### src/design/sri_pkg.sv
// Purpose: Constants and carrier types for the reset-class register bank
// Assumes: One 40 MHz core clock; registers reached over AHB-Lite, one per word
// Notes: Per-register value tables are indexed by the register index
//
// Behaviour
// - Pointer-2 low, timer0 low, timer1 high/low and the serial buffer are undefined at power-on and held otherwise.
// - Timer0 high, timer2 count, serial address, serial state and both serial controls clear on both resets, hold on wake.
// - Timer0 control loads all ones on both resets and holds on wake; timer2 period loads all ones in every class.
// - Oscillator control loads 0100 q000 on both resets and on wake keeps all bits but a condition-set bit 1.
// - Voltage detect control loads 0-00 0101 on both resets and holds on wake.
// - Reset cause control takes 0q-1 11q0 at power-on, 0q-q qquu on other resets and uq-u qquu on wake.
// - Timer2 control clears bits 6:0 on both resets and keeps them on wake, bit 7 being unimplemented.
// - The five status flags are undefined at power-on and kept across other resets and wake.
// - Every unimplemented bit reads as zero in every class.
// - An interrupt wake with the matching global enable set loads the program counter with 0008h or 0018h.
// - Such a wake copies the current program counter into the three top-of-return-stack bytes.
// - Such a wake advances the return stack pointer to the next stack location.
// - Port A bits 6 and 7 of data, latch and direction read as zero unless the oscillator mode frees them.
// - A wake leaves at least one interrupt flag bit set that records its cause.

package sri_pkg;

  // ----------------------------------------------------------------
  // Register indices (byte address is four times the index)
  // ----------------------------------------------------------------
  localparam int SRI_NUM_SFR = 24;
  localparam logic [6:0] SRI_IDX_OSC = 7'h09;
  localparam logic [6:0] SRI_IDX_RSTC = 7'h0C;
  localparam logic [6:0] SRI_IDX_TOS_UPPER = 7'h18;
  localparam logic [6:0] SRI_IDX_TOS_HIGH = 7'h19;
  localparam logic [6:0] SRI_IDX_TOS_LOW = 7'h1A;
  localparam logic [6:0] SRI_IDX_STKP = 7'h1B;
  localparam logic [6:0] SRI_IDX_PA_LATCH = 7'h1C;
  localparam logic [6:0] SRI_IDX_PA_DIR = 7'h1D;
  localparam logic [6:0] SRI_IDX_PA_PINS = 7'h1E;
  localparam logic [6:0] SRI_IDX_INT_FLAGS = 7'h1F;
  localparam logic [6:0] SRI_IDX_IRQ_STATUS = 7'h20;
  localparam logic [6:0] SRI_IDX_IRQ_MASK = 7'h21;

  // ----------------------------------------------------------------
  // Per-register tables, index 0 to 23
  // ----------------------------------------------------------------
  typedef logic [7:0] sri_tab_t [0:SRI_NUM_SFR-1];
  localparam sri_tab_t SRI_IMPL = '{8'h0F, 8'hFF, 8'h0F, 8'h0F, 8'hFF, 8'h1F, 8'hFF, 8'hFF, 8'hFF, 8'hFF, 8'hBF,
    8'h01, 8'hDF, 8'hFF, 8'hFF, 8'hFF, 8'hFF, 8'hFF, 8'h7F, 8'hFF, 8'hFF, 8'hFF, 8'hFF, 8'hFF};
  localparam sri_tab_t SRI_POR_VAL = '{8'h00, 8'h00, 8'h00, 8'h00, 8'h00, 8'h00, 8'h00, 8'h00, 8'hFF, 8'h40, 8'h05,
    8'h00, 8'h1C, 8'h00, 8'h00, 8'h00, 8'h00, 8'hFF, 8'h00, 8'h00, 8'h00, 8'h00, 8'h00, 8'h00};
  localparam sri_tab_t SRI_RST_LOAD = '{8'h0F, 8'h00, 8'h0F, 8'h0F, 8'h00, 8'h00, 8'hFF, 8'h00, 8'hFF, 8'hFF, 8'hBF,
    8'h01, 8'hDC, 8'h00, 8'h00, 8'h40, 8'hFF, 8'hFF, 8'h7F, 8'h00, 8'hFF, 8'hFF, 8'hFF, 8'hFF};
  localparam sri_tab_t SRI_RST_VAL = '{8'h00, 8'h00, 8'h00, 8'h00, 8'h00, 8'h00, 8'h00, 8'h00, 8'hFF, 8'h40, 8'h05,
    8'h00, 8'h00, 8'h00, 8'h00, 8'h00, 8'h00, 8'hFF, 8'h00, 8'h00, 8'h00, 8'h00, 8'h00, 8'h00};
  localparam sri_tab_t SRI_WAKE_LOAD = '{8'h00, 8'h00, 8'h00, 8'h00, 8'h00, 8'h00, 8'h00, 8'h00, 8'h00, 8'h02, 8'h00,
    8'h00, 8'h4C, 8'h00, 8'h00, 8'h00, 8'h00, 8'hFF, 8'h00, 8'h00, 8'h00, 8'h00, 8'h00, 8'h00};
  localparam sri_tab_t SRI_WAKE_VAL = '{8'h00, 8'h00, 8'h00, 8'h00, 8'h00, 8'h00, 8'h00, 8'h00, 8'h00, 8'h00, 8'h00,
    8'h00, 8'h00, 8'h00, 8'h00, 8'h00, 8'h00, 8'hFF, 8'h00, 8'h00, 8'h00, 8'h00, 8'h00, 8'h00};

  // Condition-dependent bit positions per class
  localparam logic [7:0] SRI_OSC_Q_POR = 8'h08;
  localparam logic [7:0] SRI_OSC_Q_RST = 8'h08;
  localparam logic [7:0] SRI_OSC_Q_WAKE = 8'h02;
  localparam logic [7:0] SRI_RSTC_Q_POR = 8'h42;
  localparam logic [7:0] SRI_RSTC_Q_RST = 8'h5C;
  localparam logic [7:0] SRI_RSTC_Q_WAKE = 8'h4C;

  // ----------------------------------------------------------------
  // Other fields and values
  // ----------------------------------------------------------------
  localparam logic [7:0] SRI_STK_IMPL = 8'hDF;
  localparam logic [7:0] SRI_STK_KEEP_RST = 8'hC0;
  localparam logic [7:0] SRI_PA_ALL = 8'hFF;
  localparam logic [7:0] SRI_PA_LOW6 = 8'h3F;
  localparam logic [7:0] SRI_PA_DIR_RST = 8'hFF;
  localparam logic [20:0] SRI_VEC_HIGH = 21'h000008;
  localparam logic [20:0] SRI_VEC_LOW = 21'h000018;
  localparam int SRI_EV_POR = 0;
  localparam int SRI_EV_RST = 1;
  localparam int SRI_EV_WAKE = 2;
  localparam int SRI_EV_VEC = 3;

  typedef enum logic [2:0] {
    SRI_CLS_POR = 3'b001,
    SRI_CLS_RST = 3'b010,
    SRI_CLS_WAKE = 3'b100
  } sri_cls_t;

  typedef struct packed {
    logic hsel;
    logic [31:0] haddr;
    logic [1:0] htrans;
    logic hwrite;
    logic [2:0] hsize;
    logic [31:0] hwdata;
    logic hready;
  } sri_ahb_req_t;

  typedef struct packed {
    logic valid;
    sri_cls_t cls;
  } sri_class_ev_t;

  typedef struct packed {
    logic [7:0] osc_q;
    logic [7:0] rstc_q;
  } sri_cond_t;

  typedef struct packed {
    logic by_int;
    logic high_prio;
    logic high_global_int_enable;
    logic low_global_int_enable;
    logic [7:0] src;
  } sri_wake_t;

endpackage

### src/design/sri_sfr_init.sv
// Purpose: Special function register bank with per-class initialisation
// Assumes: All inputs synchronous to i_ref_clk; single whole-word AHB-Lite transfers
// Notes: Reads take one wait state so a preceding write is always visible
//
// The address map and the AHB-Lite register port were chosen for this implementation.

`timescale 1ns/1ps
`default_nettype none

module sri_sfr_init (
  input wire logic i_ref_clk,
  input wire logic i_rst_n,
  input wire sri_pkg::sri_ahb_req_t i_ahb,
  output logic [31:0] o_hrdata,
  output logic o_hreadyout,
  output logic o_hresp,
  input wire sri_pkg::sri_class_ev_t i_class_ev,
  input wire sri_pkg::sri_cond_t i_cond,
  input wire sri_pkg::sri_wake_t i_wake,
  input wire logic [20:0] i_pc,
  input wire logic i_osc_frees_pins,
  input wire logic [7:0] i_port_a_pins,
  output logic o_irq,
  output logic o_pc_load,
  output logic [20:0] o_pc_vector,
  output logic [7:0] o_port_a_latch,
  output logic [7:0] o_port_a_direction,
  output logic o_port_a_hi_en
);

  // ----------------------------------------------------------------
  // Helpers
  // ----------------------------------------------------------------
  function automatic logic [7:0] apply_val(input logic [7:0] cur, input logic [7:0] load,
                                           input logic [7:0] val, input logic [7:0] qm,
                                           input logic [7:0] qin);
    logic [7:0] tmp;
    tmp = (cur & ~load) | (val & load);
    return (tmp & ~qm) | (qin & qm);
  endfunction

  function automatic logic [7:0] qmask_of(input logic [6:0] idx, input sri_pkg::sri_cls_t cls);
    logic [7:0] m;
    m = 8'h00;
    if (idx == sri_pkg::SRI_IDX_OSC) begin
      case (cls)
        sri_pkg::SRI_CLS_POR: m = sri_pkg::SRI_OSC_Q_POR;
        sri_pkg::SRI_CLS_RST: m = sri_pkg::SRI_OSC_Q_RST;
        sri_pkg::SRI_CLS_WAKE: m = sri_pkg::SRI_OSC_Q_WAKE;
        default: m = 8'h00;
      endcase
    end else if (idx == sri_pkg::SRI_IDX_RSTC) begin
      case (cls)
        sri_pkg::SRI_CLS_POR: m = sri_pkg::SRI_RSTC_Q_POR;
        sri_pkg::SRI_CLS_RST: m = sri_pkg::SRI_RSTC_Q_RST;
        sri_pkg::SRI_CLS_WAKE: m = sri_pkg::SRI_RSTC_Q_WAKE;
        default: m = 8'h00;
      endcase
    end
    return m;
  endfunction

  function automatic logic [7:0] qin_of(input logic [6:0] idx, input sri_pkg::sri_cond_t c);
    logic [7:0] q;
    q = 8'h00;
    if (idx == sri_pkg::SRI_IDX_OSC) begin
      q = c.osc_q;
    end else if (idx == sri_pkg::SRI_IDX_RSTC) begin
      q = c.rstc_q;
    end
    return q;
  endfunction

  // ----------------------------------------------------------------
  // Bus slave front end
  // ----------------------------------------------------------------
  logic acc;
  logic rd_pend_r;
  logic wr_pend_r;
  logic [6:0] addr_r;
  logic addr_ok_r;
  logic [7:0] wdata;
  logic [7:0] rd_val;

  assign acc = i_ahb.hsel & i_ahb.htrans[1] & i_ahb.hready;
  assign wdata = i_ahb.hwdata[7:0];

  always_ff @(posedge i_ref_clk) begin
    if (!i_rst_n) begin
      rd_pend_r <= 1'b0;
      wr_pend_r <= 1'b0;
      addr_r <= 7'h00;
      addr_ok_r <= 1'b0;
      o_hreadyout <= 1'b1;
      o_hresp <= 1'b0;
    end else begin
      rd_pend_r <= acc & ~i_ahb.hwrite;
      wr_pend_r <= acc & i_ahb.hwrite;
      if (acc) begin
        addr_r <= i_ahb.haddr[8:2];
        addr_ok_r <= (i_ahb.haddr[31:9] == 23'h000000);
      end
      // One wait state on reads: data is sampled after any earlier write lands
      o_hreadyout <= ~(acc & ~i_ahb.hwrite);
      o_hresp <= 1'b0;
    end
  end

  logic wr_hit;
  logic rd_hit;
  assign wr_hit = wr_pend_r & addr_ok_r;
  assign rd_hit = rd_pend_r & addr_ok_r;

  // ----------------------------------------------------------------
  // Class decode
  // ----------------------------------------------------------------
  logic cls_por;
  logic cls_rst;
  logic cls_wake;
  logic vec_take;
  assign cls_por = ~i_rst_n | (i_class_ev.valid & (i_class_ev.cls == sri_pkg::SRI_CLS_POR));
  assign cls_rst = i_rst_n & i_class_ev.valid & (i_class_ev.cls == sri_pkg::SRI_CLS_RST);
  assign cls_wake = i_rst_n & i_class_ev.valid & (i_class_ev.cls == sri_pkg::SRI_CLS_WAKE);
  // The enable that matches the waking interrupt's priority decides vectoring
  assign vec_take = cls_wake & i_wake.by_int &
                    (i_wake.high_prio ? i_wake.high_global_int_enable : i_wake.low_global_int_enable);

  // ----------------------------------------------------------------
  // Table-driven register bank
  // ----------------------------------------------------------------
  logic [7:0] sfr_r [0:sri_pkg::SRI_NUM_SFR-1];

  always_ff @(posedge i_ref_clk) begin
    for (int i = 0; i < sri_pkg::SRI_NUM_SFR; i++) begin
      if (cls_por) begin
        // Undefined contents are given zero so simulation stays known
        sfr_r[i] <= apply_val(sfr_r[i], sri_pkg::SRI_IMPL[i], sri_pkg::SRI_POR_VAL[i],
                              qmask_of(7'(i), sri_pkg::SRI_CLS_POR), qin_of(7'(i), i_cond));
      end else if (cls_rst) begin
        sfr_r[i] <= apply_val(sfr_r[i], sri_pkg::SRI_RST_LOAD[i], sri_pkg::SRI_RST_VAL[i],
                              qmask_of(7'(i), sri_pkg::SRI_CLS_RST), qin_of(7'(i), i_cond));
      end else if (cls_wake) begin
        sfr_r[i] <= apply_val(sfr_r[i], sri_pkg::SRI_WAKE_LOAD[i], sri_pkg::SRI_WAKE_VAL[i],
                              qmask_of(7'(i), sri_pkg::SRI_CLS_WAKE), qin_of(7'(i), i_cond));
      end else if (wr_hit && addr_r == 7'(i)) begin
        sfr_r[i] <= wdata & sri_pkg::SRI_IMPL[i];
      end
    end
  end

  // ----------------------------------------------------------------
  // Return stack top, pointer and vector
  // ----------------------------------------------------------------
  logic [20:0] tos_r;
  logic [7:0] stk_r;

  always_ff @(posedge i_ref_clk) begin
    if (cls_por) begin
      tos_r <= 21'h000000;
      stk_r <= 8'h00;
    end else if (cls_rst) begin
      tos_r <= 21'h000000;
      stk_r <= stk_r & sri_pkg::SRI_STK_KEEP_RST;
    end else if (vec_take) begin
      tos_r <= i_pc;
      stk_r <= {stk_r[7:5], stk_r[4:0] + 5'h01};
    end else if (wr_hit) begin
      case (addr_r)
        sri_pkg::SRI_IDX_TOS_UPPER: tos_r[20:16] <= wdata[4:0];
        sri_pkg::SRI_IDX_TOS_HIGH: tos_r[15:8] <= wdata;
        sri_pkg::SRI_IDX_TOS_LOW: tos_r[7:0] <= wdata;
        sri_pkg::SRI_IDX_STKP: stk_r <= wdata & sri_pkg::SRI_STK_IMPL;
        default: tos_r <= tos_r;
      endcase
    end
  end

  always_ff @(posedge i_ref_clk) begin
    if (!i_rst_n) begin
      o_pc_load <= 1'b0;
      o_pc_vector <= 21'h000000;
    end else begin
      o_pc_load <= vec_take;
      if (vec_take) begin
        o_pc_vector <= i_wake.high_prio ? sri_pkg::SRI_VEC_HIGH : sri_pkg::SRI_VEC_LOW;
      end
    end
  end

  // ----------------------------------------------------------------
  // Port A and wake flags
  // ----------------------------------------------------------------
  logic [7:0] pa_latch_r;
  logic [7:0] pa_dir_r;
  logic [7:0] pa_mask;
  logic [7:0] int_flags_r;
  assign pa_mask = i_osc_frees_pins ? sri_pkg::SRI_PA_ALL : sri_pkg::SRI_PA_LOW6;

  always_ff @(posedge i_ref_clk) begin
    if (cls_por) begin
      pa_latch_r <= 8'h00;
      pa_dir_r <= sri_pkg::SRI_PA_DIR_RST;
    end else if (cls_rst) begin
      pa_dir_r <= sri_pkg::SRI_PA_DIR_RST;
    end else if (wr_hit && addr_r == sri_pkg::SRI_IDX_PA_LATCH) begin
      pa_latch_r <= wdata & pa_mask;
    end else if (wr_hit && addr_r == sri_pkg::SRI_IDX_PA_DIR) begin
      pa_dir_r <= wdata & pa_mask;
    end
  end

  always_ff @(posedge i_ref_clk) begin
    if (!i_rst_n) begin
      o_port_a_latch <= 8'h00;
      o_port_a_direction <= 8'h00;
      o_port_a_hi_en <= 1'b0;
    end else begin
      o_port_a_latch <= pa_latch_r & pa_mask;
      o_port_a_direction <= pa_dir_r & pa_mask;
      o_port_a_hi_en <= i_osc_frees_pins;
    end
  end

  // A software write never hides the flag that the waking event sets
  always_ff @(posedge i_ref_clk) begin
    if (cls_por || cls_rst) begin
      int_flags_r <= 8'h00;
    end else begin
      int_flags_r <= ((wr_hit && addr_r == sri_pkg::SRI_IDX_INT_FLAGS) ? wdata : int_flags_r) |
                     (cls_wake ? i_wake.src : 8'h00);
    end
  end

  // ----------------------------------------------------------------
  // Event status, mask and interrupt
  // ----------------------------------------------------------------
  logic [3:0] irq_status_r;
  logic [3:0] irq_mask_r;
  logic [3:0] ev;
  logic st_rd_clr;

  always_comb begin
    ev = 4'h0;
    ev[sri_pkg::SRI_EV_POR] = i_rst_n & cls_por;
    ev[sri_pkg::SRI_EV_RST] = cls_rst;
    ev[sri_pkg::SRI_EV_WAKE] = cls_wake;
    ev[sri_pkg::SRI_EV_VEC] = vec_take;
  end

  assign st_rd_clr = rd_hit & (addr_r == sri_pkg::SRI_IDX_IRQ_STATUS);

  always_ff @(posedge i_ref_clk) begin
    if (!i_rst_n) begin
      irq_status_r <= 4'h0;
      irq_mask_r <= 4'h0;
      o_irq <= 1'b0;
    end else begin
      // Set wins over the clear-on-read in the same cycle
      irq_status_r <= (st_rd_clr ? 4'h0 : irq_status_r) | ev;
      if (wr_hit && addr_r == sri_pkg::SRI_IDX_IRQ_MASK) begin
        irq_mask_r <= wdata[3:0];
      end
      o_irq <= |(irq_status_r & irq_mask_r);
    end
  end

  // ----------------------------------------------------------------
  // Read mux
  // ----------------------------------------------------------------
  always_comb begin
    rd_val = 8'h00;
    if (!addr_ok_r) begin
      rd_val = 8'h00;
    end else if (addr_r < 7'(sri_pkg::SRI_NUM_SFR)) begin
      rd_val = sfr_r[addr_r[4:0]] & sri_pkg::SRI_IMPL[addr_r[4:0]];
    end else begin
      case (addr_r)
        sri_pkg::SRI_IDX_TOS_UPPER: rd_val = {3'h0, tos_r[20:16]};
        sri_pkg::SRI_IDX_TOS_HIGH: rd_val = tos_r[15:8];
        sri_pkg::SRI_IDX_TOS_LOW: rd_val = tos_r[7:0];
        sri_pkg::SRI_IDX_STKP: rd_val = stk_r & sri_pkg::SRI_STK_IMPL;
        sri_pkg::SRI_IDX_PA_LATCH: rd_val = pa_latch_r & pa_mask;
        sri_pkg::SRI_IDX_PA_DIR: rd_val = pa_dir_r & pa_mask;
        sri_pkg::SRI_IDX_PA_PINS: rd_val = i_port_a_pins & pa_mask;
        sri_pkg::SRI_IDX_INT_FLAGS: rd_val = int_flags_r;
        sri_pkg::SRI_IDX_IRQ_STATUS: rd_val = {4'h0, irq_status_r};
        sri_pkg::SRI_IDX_IRQ_MASK: rd_val = {4'h0, irq_mask_r};
        default: rd_val = 8'h00;
      endcase
    end
  end

  always_ff @(posedge i_ref_clk) begin
    if (!i_rst_n) begin
      o_hrdata <= 32'h00000000;
    end else if (rd_pend_r) begin
      o_hrdata <= {24'h000000, rd_val};
    end
  end

endmodule

`default_nettype wire

### config.mk
export PLATFORM = sky130hd
export DESIGN_NAME = sri_sfr_init
export DESIGN_NICKNAME = d
export VERILOG_FILES = /design/src/design/sri_pkg.sv /design/src/design/sri_sfr_init.sv
export SDC_FILE = /design/constraint.sdc
export NUM_CORES = 1
export LEC_CHECK = 0
export BUFFER_PORTS_ARGS = -buffer_cell sky130_fd_sc_hd__clkbuf_2
export CAP_MARGIN = 20
export CORE_ASPECT_RATIO = 0.9
export CORE_MARGIN = 2
export CORE_UTILIZATION = 40
export DETAILED_ROUTE_END_ITERATION = 16
export GPL_ROUTABILITY_DRIVEN = 0
export GPL_TIMING_DRIVEN = 0
export HOLD_SLACK_MARGIN = 0.1
export PLACE_DENSITY = 0.6
export SYNTH_ARGS = -nofsm -noshare
export SYNTH_HDL_FRONTEND = slang
export SYNTH_SLANG_ARGS = --single-unit
### constraint.sdc
create_clock -name i_ref_clk -period 2.52 [get_ports i_ref_clk]
set_clock_uncertainty 0.1 [all_clocks]
set_input_delay 0 -clock i_ref_clk [delete_from_list [all_inputs] [get_ports i_ref_clk]]
set_output_delay 0 -clock i_ref_clk [all_outputs]
set_load 0.005 [all_outputs]
==> impl_metrics.json <==
{
  "dr.pass1.iters": 7,
  "fp.dieArea_um2": 34400,
  "ant_nets": 0,
  "min_path_type": "primary input to flip-flop",
  "gr-total-overflow": 0,
  "async_flop_share_pct": 0,
  "syn_area_per_cell_um2": 10.7,
  "worst-endpoint-arrival_ps": 2860,
  "die_w_um": 195,
  "cts_max_path_buffers": 3,
  "cellPowerDensity_nw_per_um2": 608,
  "tightest_slew_ps": 1050,
  "cts_sinks": 272,
  "drv_cap": 0,
  "hpwlAfterDp_mm": 34.3,
  "wl_per_cell_um": 24.5,
  "cts_max_level": 1,
  "syn_inst": 1225,
  "core_um2": 32700,
  "pin_count": 210,
  "final.min_clock_period_ps": 2510,
  "critPathCaptureType": "flip-flop",
  "synth.most_common_cell": "edfxtp_1",
  "netlist_area_um2": 13200,
  "grt_pass1_wl_mm": 70.1,
  "crit_path_top_delay_cell": "or4_1",
  "synth_edf_count": 167,
  "synth_top_area_cell": "edfxtp_1",
  "dpl.cell_count": 1815,
  "fin_crit_sh_pct": 99.6,
  "slew_headroom_pct": 30.0,
  "path_max_fanout": 10,
  "hold_viol": 0,
  "viasPerCell": 5.79,
  "fin_total_pwr_w": 0.0102,
  "clk_latency_ps": 560,
  "area_growth_pct": 27.2,
  "drc": 0,
  "ctsRootBufferMaster": "clkbuf_16",
  "crit_chain": "or2_1 -> buf_2 -> or4_1 -> a221oi_1 -> a221oi_1 -> o41ai_1",
  "synthFlopType": "edfxtp_1",
  "rows": 63,
  "required_ps": 2870,
  "fin_setup_tns_ps": 0,
  "grt_use_total_pct": 27.5,
  "yosysWarnings": 0,
  "crit_family": "simple AND/OR/NAND/NOR gates",
  "setup_viol": 0,
  "netlist_top_cells_area": "edfxtp_1, dfxtp_1, mux4_2",
  "start_util_pct": 40.2,
  "synth-seq-cells": 272,
  "drive_above_1_share_pct": 24.0,
  "ys_types": 70,
  "die_h_um": 176,
  "layout.cells.non_filler": 1950,
  "grt_max_degree": 20,
  "fillers": 2928,
  "path_class": "flip-flop to flip-flop",
  "final_max_slew_viol_count": 0,
  "synth.top_cells.by_count": "edfxtp_1, nand2_1, dfxtp_1, and2_1, clkbuf_1",
  "drt_iter0_markers": 1542,
  "antenna_found_initial": 1,
  "drt_wl_total_mm": 47.8,
  "io_buffers": 120,
  "synthDominantCellAreaShare_pct": 38.1,
  "clk_pin_slew_worst_paths_ps": 70,
  "status": "finished, final reports clean",
  "timing.critical_path.buf_inv": 1,
  "final_nets": 1643,
  "critPathMaxStageDelay_ps": 520,
  "grt_setup_unrepaired": "yes",
  "fmax_ghz": 0.398,
  "ir_worst_vdd_mv": 0.510,
  "cts_tree": "yes",
  "start_kind": "flip-flop",
  "worst_path_most_repeated_cell": "a221oi_1",
  "grt_pass1_vias": 10900,
  "yosysSeqAreaShare_pct": 54.1,
  "cts_buffers": 29,
  "leakagePower_nw": 6.12,
  "vias": 11300
}
## final cells by class
| class | count | area, µm² | share of cell area (%) |
|---|---|---|---|
| flip-flops and latches | 272 | 7120 | 42.5 |
| repair buffers | 215 | 1580 | 9.42 |
| multi-input cells | 837 | 5710 | 34.1 |
| clock buffers | 40 | 818 | 4.89 |
| well taps | 422 | 528 | 3.15 |
| diodes | 1 | 2.50 | 0.0149 |
| plain buffers | 141 | 835 | 4.99 |
| clock inverters | 12 | 108 | 0.643 |
| inverters | 10 | 37.5 | 0.224 |
## placed cells by master, fill, tap and decap left out, types with 7 or more instances in the layout
master,n
edfxtp_1,167
nand2_1,144
clkbuf_2,136
dfxtp_1,101
and2_1,91
dlygate4sd3_1,83
nor2_1,65
clkbuf_1,58
buf_4,54
nor3_1,51
mux2i_1,46
conb_1,44
mux4_2,34
nand3_1,33
clkbuf_16,30
o21ai_0,29
a21oi_1,28
nor4_1,24
nor2b_1,19
a211oi_1,17
and3_1,15
a31oi_1,14
a22oi_1,11
nor2_2,10
buf_2,9
a21boi_0,9
nand4_1,9
a311oi_1,9
clkbuf_4,8
inv_1,8
mux2_2,8
clkinv_1,7
o211ai_1,7
o21ai_4,7
## report_power, final
| part | leakage, nW | switching [W] | internal (W) |
|---|---|---|---|
| clock network | 0.455 | 0.00180 | 0.00245 |
| registers | 2.53 | 0.0000568 | 0.00486 |
| logic | 3.13 | 0.000597 | 0.000402 |
## worst register-to-register path, cell delays in order, from the launching register on
cell      delay (ps)
dfxtp_1          430
or2_1            310
buf_2            250
or4_1            530
a221oi_1         390
a221oi_1         140
o41ai_1          260
## through the flow
stage	hold slack, ps	util, %	worst slack [ps]	area, µm²
floorplan	-16.8	-	-90.9	13300
global placement	90.3	44.2	-1370	14500
detailed placement	98.5	44.3	-1240	14500
CTS	101	50.8	-126	16600
global route	143	51.2	-15.7	16700
finish	103	51.2	10.1	16700
## flip-flops by register name, summed over array words and instances (netlist names), 2 cells and up, named ones only
name and cells:
o_port_a_latch 8, o_pc_vector 2, sfr_r 167, o_hrdata 8, pa_latch_r 8, addr_r 7
o_port_a_direction 8, tos_r 21, int_flags_r 8, irq_status_r 4, pa_dir_r 8, stk_r 7
irq_mask_r 4
## cell families after synthesis
logic type / count (synthesis) / share of synthesized area [%]
flip-flops: 272 / 54.1
AND/OR/NAND/NOR: 519 / 20.2
AO/OA/AOI/OAI: 183 / 9.43
XOR/XNOR: 2 / 0.133
other: 1 / 0.0285
adder cells (fa/ha/maj): 1 / 0.0950
buffers and inverters: 159 / 6.06
multiplexers: 88 / 10.0
## per-layer routing
metal,vias to the layer above,GRT usage (%),share of wire [%]
met4,0,8.56,3.4
met5,-,0,0
met1,5485,40.1,42
met3,116,5.43,11
met2,720,41.3,43
li1,4964,-,-
## worst paths after layout
path	depth (start not counted)	end	slack [ps]	from
hold / removal	4	tos_r[3]	100	i_class_ev[0]
hold reg to reg	2	o_pc_vector[3]	350	o_pc_vector[3]
setup reg to reg	6	o_hrdata[0]	10	addr_r[3]
setup / recovery	6	o_hrdata[0]	10	addr_r[3]
## what timing repair did
| action | CTS | global route |
|---|---|---|
| pin swaps | 7 | 3 |
| endpoints found under the hold margin | 83 | 4 |
| setup endpoints to repair | 333 | 226 |
| gates resized for setup | 100 | 50 |
| buffers inserted | 6 | 0 |
| hold buffers | 83 | 1 |
Power figures use the tool's default switching activity.
